## config.mk

```make
export PLATFORM = sky130hd
export DESIGN_NAME = rtcap_top
export DESIGN_NICKNAME = d
export VERILOG_FILES = /design/src/shared/rtcap_pkg.sv /design/src/hdl/rtcap_div.sv /design/src/hdl/rtcap_top.sv
export SDC_FILE = /design/constraint.sdc
export NUM_CORES = 1
export LEC_CHECK = 0
export BUFFER_PORTS_ARGS = -buffer_cell sky130_fd_sc_hd__buf_2
export CAP_MARGIN = 15
export CORE_MARGIN = 2
export CORE_UTILIZATION = 45
export DETAILED_ROUTE_END_ITERATION = 10
export GPL_TIMING_DRIVEN = 0
export SYNTH_ARGS = -nofsm -noshare
export SYNTH_HDL_FRONTEND = slang
export SYNTH_SLANG_ARGS = --single-unit
```

## constraint.sdc

```tcl
create_clock -name CLK -period 5.7 [get_ports CLK]
set_input_delay 1.14 -clock CLK [delete_from_list [all_inputs] [get_ports CLK]]
set_output_delay 1.14 -clock CLK [all_outputs]
set_load 0.1 [all_outputs]
```

## src/shared/rtcap_pkg.sv

```systemverilog
// constants of the rtc alarm and periodic interrupt block
// assumes a single clock and an 8-bit register port with one-cycle read data
`default_nettype none
package rtcap_pkg;

    // ======================================================
    // register offsets
    localparam logic [7:0] A_SEC    = 8'h00;
    localparam logic [7:0] A_MIN    = 8'h01;
    localparam logic [7:0] A_HR     = 8'h02;
    localparam logic [7:0] A_WK     = 8'h03;
    localparam logic [7:0] A_DAY    = 8'h04;
    localparam logic [7:0] A_MON    = 8'h05;
    localparam logic [7:0] A_YR     = 8'h06;
    localparam logic [7:0] A_SECAL  = 8'h08;
    localparam logic [7:0] A_MINAL  = 8'h09;
    localparam logic [7:0] A_HRAL   = 8'h0a;
    localparam logic [7:0] A_WKAL   = 8'h0b;
    localparam logic [7:0] A_DAYAL  = 8'h0c;
    localparam logic [7:0] A_MONAL  = 8'h0d;
    localparam logic [7:0] A_YRAL   = 8'h0e;
    localparam logic [7:0] A_ALCTL  = 8'h10;
    localparam logic [7:0] A_RUNCTL = 8'h11;
    localparam logic [7:0] A_YRCTL  = 8'h12;
    localparam logic [7:0] A_ISTS   = 8'h13;
    localparam logic [7:0] A_IMSK   = 8'h14;

    // ======================================================
    // field positions and reset values
    localparam int ALM_EN_BIT = 7;
    localparam int AF_BIT     = 0;
    localparam int AIE_BIT    = 3;
    localparam int PEF_BIT    = 7;
    localparam int PSEL_LSB   = 4;
    localparam int OSC_BIT    = 3;
    localparam int DRST_BIT   = 1;
    localparam int START_BIT  = 0;
    localparam int YEAR_ALARM_ENABLE_BIT   = 7;
    localparam int IRQ_ALM    = 0;
    localparam int IRQ_PER    = 1;
    localparam logic RUN_START_RST = 1'b1;
    localparam logic RUN_OSC_RST   = 1'b1;
    localparam logic [2:0] PSEL_NONE = 3'h0;

    // ======================================================
    // timing: the divider makes a 256 Hz tick out of the 10 MHz clock
    localparam int CLK_HZ     = 10_000_000;
    localparam int TICK_HZ    = 256;
    localparam int DIV256_CYC = CLK_HZ / TICK_HZ;
    localparam int TCNT_W     = 9;
    localparam logic [TCNT_W-1:0] SEC_MASK = 9'h0ff;
    // log2 of the interval in 256 Hz ticks, indexed by interval select
    localparam logic [3:0] PER_LOG2 [0:7] = '{4'h0, 4'h0, 4'h2, 4'h4, 4'h6, 4'h7, 4'h8, 4'h9};

    // ======================================================
    // bcd limits of the calendar
    localparam logic [7:0] BCD_ZERO  = 8'h00;
    localparam logic [7:0] BCD_ONE   = 8'h01;
    localparam logic [3:0] BCD_NINE  = 4'h9;
    localparam logic [7:0] SEC_LAST  = 8'h59;
    localparam logic [7:0] HR_LAST   = 8'h23;
    localparam logic [7:0] WK_LAST   = 8'h06;
    localparam logic [7:0] MON_LAST  = 8'h12;
    localparam logic [7:0] YR_LAST   = 8'h99;
    localparam logic [7:0] DAY_L31   = 8'h31;
    localparam logic [7:0] DAY_L30   = 8'h30;
    localparam logic [7:0] DAY_L29   = 8'h29;
    localparam logic [7:0] DAY_L28   = 8'h28;
    localparam logic [7:0] MON_FEB   = 8'h02;
    localparam logic [7:0] MON_APR   = 8'h04;
    localparam logic [7:0] MON_JUN   = 8'h06;
    localparam logic [7:0] MON_SEP   = 8'h09;
    localparam logic [7:0] MON_NOV   = 8'h11;

endpackage
`default_nettype wire

```

## src/hdl/rtcap_div.sv

```systemverilog
// divider: 256 Hz tick and a free tick count for the rtc block
// assumes clr and run come from logic on the same clock
`timescale 1ns/1ps
`default_nettype none
module rtcap_div
    import rtcap_pkg::*;
#(
    parameter int DIV_CYC = DIV256_CYC,
    parameter int CNT_W   = TCNT_W
) (
    input  wire logic             clk,
    input  wire logic             rstn,
    input  wire logic             run,
    input  wire logic             clr,
    output logic                  tick,
    output logic [CNT_W-1:0]      cnt
);
    localparam int PRE_W = $clog2(DIV_CYC);
    localparam logic [PRE_W-1:0] PRE_LAST = PRE_W'(DIV_CYC - 1);

    typedef struct packed {
        logic [PRE_W-1:0] pre;
        logic [CNT_W-1:0] cnt;
        logic             tick;
    } rtcap_div_st_t;

    rtcap_div_st_t q;
    rtcap_div_st_t d;

    // ======================================================
    // prescaler; clr restarts the phase so the next second is whole
    always_comb begin
        d = q;
        d.tick = 1'b0;
        if (clr) begin
            d.pre = '0;
            d.cnt = '0;
        end else if (run) begin
            if (q.pre == PRE_LAST) begin
                d.pre  = '0;
                d.cnt  = q.cnt + CNT_W'(1);
                d.tick = 1'b1;
            end else begin
                d.pre = q.pre + PRE_W'(1);
            end
        end
    end

    // state register
    always_ff @(posedge clk or negedge rstn) begin
        if (!rstn) begin
            q <= '0;
        end else begin
            q <= d;
        end
    end

    assign tick = q.tick;
    assign cnt  = q.cnt;
endmodule
`default_nettype wire

```

## src/hdl/rtcap_top.sv

```systemverilog
// rtc calendar, alarm comparison and periodic interrupt
// assumes a same-clock register master: one-cycle strobes, read data next cycle
//
// Our own choices: the address-and-strobe port and the register addresses.
`timescale 1ns/1ps
`default_nettype none
module rtcap_top
    import rtcap_pkg::*;
#(
    parameter int DIV_CYC = DIV256_CYC
) (
    input  wire logic       CLK,
    input  wire logic       RSTN,
    input  wire logic [7:0] ADDR,
    input  wire logic [7:0] WDATA,
    input  wire logic       WR,
    input  wire logic       RD,
    output logic      [7:0] RDATA,
    output logic            IRQ
);
    typedef struct packed {
        logic [7:0] sec;
        logic [7:0] min;
        logic [7:0] hr;
        logic [7:0] wk;
        logic [7:0] day;
        logic [7:0] mon;
        logic [7:0] yr;
        logic [7:0] sec_al;
        logic [7:0] min_al;
        logic [7:0] hr_al;
        logic [7:0] wk_al;
        logic [7:0] day_al;
        logic [7:0] mon_al;
        logic [7:0] yr_al;
        logic       year_alarm_enable;
        logic       af;
        logic       alarm_irq_enable;
        logic       periodic_flag;
        logic [2:0] psel;
        logic       osc_en;
        logic       start;
        logic [1:0] sts;
        logic [1:0] msk;
        logic       upd;
        logic [7:0] rdata;
        logic       irq;
    } rtcap_st_t;

    localparam rtcap_st_t ST_RST = '{start: RUN_START_RST, osc_en: RUN_OSC_RST, default: '0};

    rtcap_st_t          q;
    rtcap_st_t          d;
    logic               tick;
    logic [TCNT_W-1:0]  tcnt;
    logic               div_clr;
    logic               sec_tick;
    logic               per_evt;
    logic               match;
    logic               any_en;
    logic               alarm_evt;
    logic               af_clr;
    logic [1:0]         w1c;
    logic [7:0]         day_last;

    // ======================================================
    // helpers
    function automatic logic [7:0] bcd_inc(input logic [7:0] v, input logic [7:0] last,
                                           input logic [7:0] first);
        if (v == last) begin
            return first;
        end else if (v[3:0] == BCD_NINE) begin
            return {v[7:4] + 4'h1, 4'h0};
        end else begin
            return {v[7:4], v[3:0] + 4'h1};
        end
    endfunction

    // field with its enable clear is ignored; value sits in the low seven bits
    function automatic logic field_ok(input logic [7:0] al, input logic [7:0] cnt);
        return !al[ALM_EN_BIT] || (al[6:0] == cnt[6:0]);
    endfunction

    // leap years by bcd: only the two-digit year is known, every fourth year
    function automatic logic [7:0] month_last(input logic [7:0] mon, input logic [7:0] yr);
        logic leap;
        leap = yr[4] ? (yr[3:0] == 4'h2 || yr[3:0] == 4'h6)
                     : (yr[3:0] == 4'h0 || yr[3:0] == 4'h4 || yr[3:0] == 4'h8);
        if (mon == MON_FEB) begin
            return leap ? DAY_L29 : DAY_L28;
        end else if (mon == MON_APR || mon == MON_JUN || mon == MON_SEP || mon == MON_NOV) begin
            return DAY_L30;
        end else begin
            return DAY_L31;
        end
    endfunction

    // ======================================================
    // divider keeps running with the counters halted; only the oscillator enable stops it
    rtcap_div #(
        .DIV_CYC (DIV_CYC),
        .CNT_W   (TCNT_W)
    ) u_div (
        .clk  (CLK),
        .rstn (RSTN),
        .run  (q.osc_en),
        .clr  (div_clr),
        .tick (tick),
        .cnt  (tcnt)
    );

    // ======================================================
    // events decoded from the tick count
    assign div_clr  = WR && (ADDR == A_RUNCTL) && WDATA[DRST_BIT];
    assign sec_tick = tick && ((tcnt & SEC_MASK) == '0);
    // interval in ticks is a power of two chosen by the select code
    assign per_evt  = tick && (q.psel != PSEL_NONE) &&
                      ((tcnt & TCNT_W'((10'h1 << PER_LOG2[q.psel]) - 10'h1)) == '0);
    assign day_last = month_last(q.mon, q.yr);

    // alarm compare; with nothing enabled no alarm is raised at all
    assign any_en = q.sec_al[ALM_EN_BIT] | q.min_al[ALM_EN_BIT] | q.hr_al[ALM_EN_BIT] |
                    q.wk_al[ALM_EN_BIT] | q.day_al[ALM_EN_BIT] | q.mon_al[ALM_EN_BIT] | q.year_alarm_enable;
    assign match  = any_en && field_ok(q.sec_al, q.sec) && field_ok(q.min_al, q.min) &&
                    field_ok(q.hr_al, q.hr) && field_ok(q.wk_al, q.wk) &&
                    field_ok(q.day_al, q.day) && field_ok(q.mon_al, q.mon) &&
                    (!q.year_alarm_enable || q.yr_al == q.yr);
    // compared the cycle after the counters moved, so each matching second counts once
    assign alarm_evt = q.upd && match;

    assign af_clr = WR && (ADDR == A_ALCTL) && !WDATA[AF_BIT];
    assign w1c    = (WR && ADDR == A_ISTS) ? WDATA[1:0] : 2'h0;

    // ======================================================
    // next state
    always_comb begin
        d = q;
        d.upd = q.start && sec_tick;
        // counting; carries ripple in the same cycle
        if (q.start && sec_tick) begin
            d.sec = bcd_inc(q.sec, SEC_LAST, BCD_ZERO);
            if (q.sec == SEC_LAST) begin
                d.min = bcd_inc(q.min, SEC_LAST, BCD_ZERO);
                if (q.min == SEC_LAST) begin
                    d.hr = bcd_inc(q.hr, HR_LAST, BCD_ZERO);
                    if (q.hr == HR_LAST) begin
                        d.wk  = bcd_inc(q.wk, WK_LAST, BCD_ZERO);
                        d.day = bcd_inc(q.day, day_last, BCD_ONE);
                        if (q.day == day_last) begin
                            d.mon = bcd_inc(q.mon, MON_LAST, BCD_ONE);
                            if (q.mon == MON_LAST) begin
                                d.yr = bcd_inc(q.yr, YR_LAST, BCD_ZERO);
                            end
                        end
                    end
                end
            end
        end
        // register writes; counters only take a write while halted
        if (WR) begin
            unique case (ADDR)
                A_SEC: if (!q.start) d.sec = WDATA;
                A_MIN: if (!q.start) d.min = WDATA;
                A_HR: if (!q.start) d.hr = WDATA;
                A_WK: if (!q.start) d.wk = WDATA;
                A_DAY: if (!q.start) d.day = WDATA;
                A_MON: if (!q.start) d.mon = WDATA;
                A_YR: if (!q.start) d.yr = WDATA;
                A_SECAL: d.sec_al = WDATA;
                A_MINAL: d.min_al = WDATA;
                A_HRAL: d.hr_al = WDATA;
                A_WKAL: d.wk_al = WDATA;
                A_DAYAL: d.day_al = WDATA;
                A_MONAL: d.mon_al = WDATA;
                A_YRAL: d.yr_al = WDATA;
                A_ALCTL: d.alarm_irq_enable = WDATA[AIE_BIT];
                A_RUNCTL: begin
                    d.start  = WDATA[START_BIT];
                    d.osc_en = WDATA[OSC_BIT];
                    d.psel   = WDATA[PSEL_LSB +: 3];
                end
                A_YRCTL: d.year_alarm_enable = WDATA[YEAR_ALARM_ENABLE_BIT];
                A_IMSK: d.msk = WDATA[1:0];
                default: ;
            endcase
        end
        // sticky flags: a set in the clearing cycle wins
        d.af = alarm_evt || (q.af && !af_clr);
        d.sts = (q.sts & ~w1c) | {per_evt, alarm_evt};
        // periodic flag marks the elapsed interval until the interrupt takes it over
        if (per_evt) begin
            d.periodic_flag = 1'b1;
        end else if (q.periodic_flag && q.psel != PSEL_NONE && q.sts[IRQ_PER]) begin
            d.periodic_flag = 1'b0;
        end
        // alarm source is gated by the alarm interrupt enable as well as by the mask
        d.irq = |(q.sts & q.msk & {1'b1, q.alarm_irq_enable});
        // read data stand only in the cycle after the strobe
        d.rdata = 8'h00;
        if (RD) begin
            unique case (ADDR)
                A_SEC: d.rdata = q.sec;
                A_MIN: d.rdata = q.min;
                A_HR: d.rdata = q.hr;
                A_WK: d.rdata = q.wk;
                A_DAY: d.rdata = q.day;
                A_MON: d.rdata = q.mon;
                A_YR: d.rdata = q.yr;
                A_SECAL: d.rdata = q.sec_al;
                A_MINAL: d.rdata = q.min_al;
                A_HRAL: d.rdata = q.hr_al;
                A_WKAL: d.rdata = q.wk_al;
                A_DAYAL: d.rdata = q.day_al;
                A_MONAL: d.rdata = q.mon_al;
                A_YRAL: d.rdata = q.yr_al;
                A_ALCTL: begin
                    d.rdata[AF_BIT]  = q.af;
                    d.rdata[AIE_BIT] = q.alarm_irq_enable;
                end
                A_RUNCTL: begin
                    d.rdata[PEF_BIT]       = q.periodic_flag;
                    d.rdata[PSEL_LSB +: 3] = q.psel;
                    d.rdata[OSC_BIT]       = q.osc_en;
                    d.rdata[START_BIT]     = q.start;
                end
                A_YRCTL: d.rdata[YEAR_ALARM_ENABLE_BIT] = q.year_alarm_enable;
                A_ISTS: d.rdata[1:0] = q.sts;
                A_IMSK: d.rdata[1:0] = q.msk;
                default: ;
            endcase
        end
    end

    // state register
    always_ff @(posedge CLK or negedge RSTN) begin
        if (!RSTN) begin
            q <= ST_RST;
        end else begin
            q <= d;
        end
    end

    assign RDATA = q.rdata;
    assign IRQ   = q.irq;

    // ======================================================
    // checks
    chk_yrctl_low_zero: assert property (@(posedge CLK) disable iff (!RSTN)
        RD && ADDR == A_YRCTL |=> RDATA[6:0] == 7'h00)
        else $error("year alarm control low bits not zero");

    chk_cnt_wr_refused: assert property (@(posedge CLK) disable iff (!RSTN)
        WR && ADDR == A_SEC && q.start && !sec_tick |=> q.sec == $past(q.sec))
        else $error("seconds counter written while running");

    chk_match_sets_af: assert property (@(posedge CLK) disable iff (!RSTN)
        q.upd && match |=> q.af && q.sts[IRQ_ALM])
        else $error("alarm match did not set the flag");

    chk_af_needs_match: assert property (@(posedge CLK) disable iff (!RSTN)
        $rose(q.af) |-> $past(q.upd) && $past(match))
        else $error("alarm flag rose without a full match");

    chk_year_compared: assert property (@(posedge CLK) disable iff (!RSTN)
        q.upd && q.year_alarm_enable && q.yr_al != q.yr |=> !$rose(q.af))
        else $error("year mismatch raised alarm");

    chk_alarm_irq_on: assert property (@(posedge CLK) disable iff (!RSTN)
        q.sts[IRQ_ALM] && q.msk[IRQ_ALM] && q.alarm_irq_enable |=> IRQ)
        else $error("enabled alarm did not interrupt");

    chk_alarm_irq_off: assert property (@(posedge CLK) disable iff (!RSTN)
        !q.alarm_irq_enable && !q.sts[IRQ_PER] |=> !IRQ)
        else $error("alarm interrupt without enable");

    chk_per_flag_set: assert property (@(posedge CLK) disable iff (!RSTN)
        per_evt |=> q.periodic_flag && q.sts[IRQ_PER])
        else $error("periodic flag or status not set");

    chk_per_flag_clr: assert property (@(posedge CLK) disable iff (!RSTN)
        q.periodic_flag && q.psel != PSEL_NONE && q.sts[IRQ_PER] && !per_evt |=> !q.periodic_flag)
        else $error("periodic flag not cleared");

    chk_halt_holds: assert property (@(posedge CLK) disable iff (!RSTN)
        !q.start && !WR |=> $stable(q.sec) && $stable(q.day) && !q.upd)
        else $error("calendar moved while halted");

    chk_once_per_sec: assert property (@(posedge CLK) disable iff (!RSTN)
        q.upd |=> !q.upd)
        else $error("alarm evaluated twice in one second");
endmodule
`default_nettype wire

```

==> Word-level counts from Yosys, hierarchy flattened <==
Memory sizes are Yosys's and may differ from the RTL's.
Cells that the tools add are included.
{ "op_classes": {"n_bitwise": 13, "n_addsub": 17, "n_reduce_logical": 64, "magnitude_cmp": 1, "n_mux": 64, "shifts": 1, "n_eq_ne": 49} }
{ "op_table": {"columns": ["op", "count"], "rows": [
  ["two-way mux 8 bit", 38],
  ["two-way mux 113 bit", 1],
  ["equality test 8 x 4 -> 1 bit, second input constant", 8],
  ["adder 4 x 1 -> 4 bit, second input constant", 14],
  ["equality test 8 x 5 -> 1 bit, second input constant", 7],
  ["two-way mux 56 bit", 1],
  ["equality test 8 x 3 -> 1 bit, second input constant", 6],
  ["two-way mux 48 bit", 1],
  ["case mux 1 bit (16 select lines)", 3],
  ["case mux 3 bit (15 select lines)", 1],
  ["equality test 7 bit", 6],
  ["two-way mux 40 bit", 1],
  ["equality test 4 bit, second input constant", 8],
  ["two-way mux 16 bit", 2],
  ["two-way mux 32 bit", 1],
  ["two-way mux 26 bit", 1],
  ["two-way mux 25 bit", 1],
  ["equality test 8 x 2 -> 1 bit, second input constant", 3],
  ["AND reduction 2 bit", 12],
  ["logical AND 1 bit", 20],
  ["zero test 9 bit", 2],
  ["case mux 1 bit (18 select lines)", 1],
  ["adder 16 x 1 -> 16 bit, second input constant", 1],
  ["equality test 16 bit, second input constant", 1],
  ["29 further kinds", 69]
]} }
{ "totals": {"word_cells": 239, "regBits": 161, "mem_bits_ro": 32, "input_bits": 20, "memories": 1} }
{ "memory_table": {"columns": ["name", "depth", "word_bits", "read_ports", "rd_clocked_by_memory_dff", "write_ports", "line", "source"], "rows": [
  ["(no name shown)", 8, 4, 1, 0, 0, "rtcap_top.sv:118", "((tcnt & TCNT_W'((10'h1 << PER_LOG2[q.psel]) - 10'h1)) == '0);"]
]} }

==> Depth between registers and ports, before layout <==
{ "logic_depth": {"ltp_word": 15, "mapped_depth": 11, "depth_no_buf": 9} }

==> By module <==
Synthesis repeated with hierarchy kept, for this count alone.
{ "hier_totals": {"cells_unflattened": 1135, "hier_area_um2": 10470.0} }
{ "modules_own_cells": {"columns": ["module", "seq_area_each_um2", "instances", "cells_per_inst", "area_each_um2"], "rows": [
  ["rtcap_top", 3380.7, 1, 965, 8886.0],
  ["rtcap_div", 650.6, 1, 170, 1584.0]
]} }

==> Worst setup path after synthesis <==
Ideal clock, no wire load.
{ "synth_timing": {"path_type": "input -> register", "from": "input ADDR[4]", "to": "register q[65] in the netlist's numbering", "arrival_time_ns": 3.045, "path_buffers": 3, "setup_ns": 0.125, "stages": 8, "path_slack_ns": 2.531, "t_required_ns": 5.575, "cell_sequence": "or4_1 -> clkbuf_1 -> nor2_1 -> and2_1 -> clkbuf_1 -> and3_1 -> clkbuf_1 -> mux2_2"} }
{ "synth_via": {"elab_chain_len": 2} }
{ "synth_rtl": {"columns": ["item", "line", "source"], "rows": [
  ["from (decl)", "rtcap_top.sv:14", "input wire logic [7:0] ADDR,"],
  ["equality test 8 x 4 -> 1 bit", "rtcap_top.sv:161", "unique case (ADDR)"],
  ["AND reduction 2 bit (no source line)", null, null],
  ["to (signal assigned)", "rtcap_top.sv:237", "q <= ST_RST;"],
  ["to (signal assigned)", "rtcap_top.sv:239", "q <= d;"],
  ["to (decl)", "rtcap_top.sv:52", "rtcap_st_t q;"]
]} }
No other way between the ends.
A chain may end at the register's enable or synchronous reset.

==> metrics.cfg <==
[cts]
clock_latency_ps = 440
clk_pin_slew_ps = 70
postCtsHoldBufs = 0
cts_root_buf = clkbuf_16
clock_sink_count = 161
cts_tree = yes
cts.repair.resized = 0
postCtsSetupRepairBufs = 0
cts_buffer_depth = 2
ctsHtreeMaxLevel = 4
numCtsBuffers = 17

[drt]
dr_wl_met2_um = 15800
wl_met1_um = 14800
num_vias = 9012
final_antenna_net_count = 0
drc = 0
drt_iter0_drc = 923
avgRoutedWirePerCell_um = 23.1
routed.top_layer = met4
routed_wl_um = 33900
firstDrtPassIters = 5
wl_met3_um = 2000
routed_via_density = 6.15

[setup_path]
required_ps = 6000
worstPathMaxFanout = 10
worstPathCellList = buf_2 -> clkbuf_1 -> nor2b_1 -> clkbuf_1 -> clkbuf_1 -> a22oi_1 -> o21ai_0 -> a31oi_1 -> a31oi_1
worst_path_most_repeated_cell = clkbuf_1
crit_slowest_cell = clkbuf_1
cp.arrival_ps = 4100
critPathLaunchType = input port
cpPeakStageDelay_ps = 580
cp-end-kind = flop
crit_type = in2reg

[timing]
finalSetupTns_ps = 0
fin_crit_sh = 0.668
period_minus_slack_ps = 3810
slew_violations = 0
tightest_slew_ps = 1040
clock_skew_ps = 12.8
worst_slack_ps = 1890
grt_setup_unrepaired = false
setup_viol = 0
hold_viol = 0
slew_headroom = 0.301
fmax_mhz = 263

[die]
die_x_um = 154
coreArea_um2 = 22000
die_y_um = 154
rows = 54
ios = 29
die_area_um2 = 23700
start_util = 0.461

[logic_synthesis]
yosys-top-cells-count = dfrtp_1 (159), nor2_1 (100), nand2_1 (97), o21ai_0 (84), a21oi_1 (66)
synth_nets = 1172
yosysMostFrequentCell = dfrtp_1
synth_area_leader_cell = dfrtp_1
syn-cell-area_um2 = 10100
ys_top_cells_by_area = dfrtp_1 (39%), mux2_2 (5.5%), o21ai_0 (4.2%), xnor2_1 (3.8%), nor2_1 (3.7%)
ys_warn_count = 0
synth.top_cell.area_share = 0.393
ys_types = 77
synth_ff_type = dfrtp_1
async_reset_ff_frac = 1.00
yosysSeqAreaShare = 0.399
synth_seq_cells = 161
postSynthCellCount = 1127
synth-edff-count = 0
syn_avg_cell_area_um2 = 8.97

[power]
finalPower_w = 0.00277
p_per_area_nw_per_um2 = 246
ir_worst_vdd_mv = 0.176
p_leak_nw = 4.66

[placement]
post-place-ws_ps = 1630
dpl.hpwl_um = 24700
numPortBuffers = 24
placed_area_um2 = 10600
gp_congestion = 0.994
dp_cells = 1434

[layout]
n_antenna_cell = 0
area_growth_pct = 11.1
stdcell_count = 1466
final_area_um2 = 11200
layout-drive-gt1-share = 0.126
fin_nets = 1218

[status]
run_status = finished, final reports clean

[global_routing]
grt_usage = 0.291
grt_pass1_wl_um = 51800
grt_pass1_vias = 8409
grt_max_degree = 118
antenna_found_initial = 0
gr-total-overflow = 0

[min_path]
hold_class = reg2reg

[job]
drv_cap = 0

path summary, 6_finish.rpt:
kind | startpoint | endpoint | slack [ps] | cells past startpoint
max reg2reg | q[127]$_DFF_PN0_ | q[98]$_DFF_PN0_ | 2010 | 10
max in group asynchronous | RSTN | q[20]$_DFFE_PN0P_ | 4200 | 2
min in group asynchronous | RSTN | q[97]$_DFF_PN0_ | 590 | 1
min | q[21]$_DFF_PN0_ | q[21]$_DFF_PN0_ | 520 | 2
max | ADDR[1] | RDATA[6]$_DFF_PN0_ | 1890 | 9
min reg2reg | q[21]$_DFF_PN0_ | q[21]$_DFF_PN0_ | 520 | 2
layout make-up:
type	count	area, um^2
multi-input combinational	851	5600
sequential	161	4030
buffer	84	377
clock buffer	17	425
tap	280	350
fill	2103	10700
inverter	31	116
clock inverter	15	168
timing repair buffer	27	170
flip-flops by register name (all words and copies together), names as in the netlist:
name and cells:
q 126, u_div.q 16, u_div.cnt 9, RDATA 8, IRQ 1, u_div.tick 1
cells by family after synthesis:
group	share of synthesized area
muxes	0.0778
other	0.000371
DFF	0.399
AOI/OAI and AO/OA	0.180
and+or+nand+nor	0.199
buffers and inverters	0.0487
adders and majority gates	0.0309
xor gates and xnor gates	0.0650
metrics by stage:
stage,utilization,hold WS [ps]
global route,0.512,543
floorplan,-,450
detailed placement,0.485,498
global placement,0.482,496
CTS,0.512,516
finish,0.512,518
critical path, delay by kind of cell:
family | cells | cell delay (ps)
compound gates | 4 | 1070
buf+inv | 4 | 1650
simple gates | 1 | 230
per-layer routing:
metal  track usage  vias up
met4         0.119        0
met3        0.0459       77
li1              -     4151
met1         0.394     4454
met5             0        -
met2         0.469      330
report_power, final:
| part | switching (W) | internal (W) | total [W] |
|---|---|---|---|
| combinational | 0.000190 | 0.000118 | 0.000309 |
| clock | 0.000555 | 0.000624 | 0.00118 |
| sequential | 0.0000846 | 0.00120 | 0.00128 |
| total | 0.000830 | 0.00194 | 0.00277 |
layout by cell type (no fill, tap or decap), drive strengths merged, types with 10 or more instances in the layout:
master	synthesis	final
mux2i	19	19
ha	25	25
mux2	49	49
dfrtp	159	159
nor2	100	100
a31oi	19	19
o31ai	11	11
and2	10	10
a211oi	10	10
clkbuf	62	79
xor2	31	31
xnor2	44	44
nor3	23	23
nand2	97	97
and3	15	15
nand4	21	21
a21oi	66	66
nand3	50	50
nand2b	17	17
a22oi	23	23
nor2b	13	13
inv	31	39
o21ai	85	85
buf	22	49
o22ai	10	10
Power figures use the tool's default switching activity.
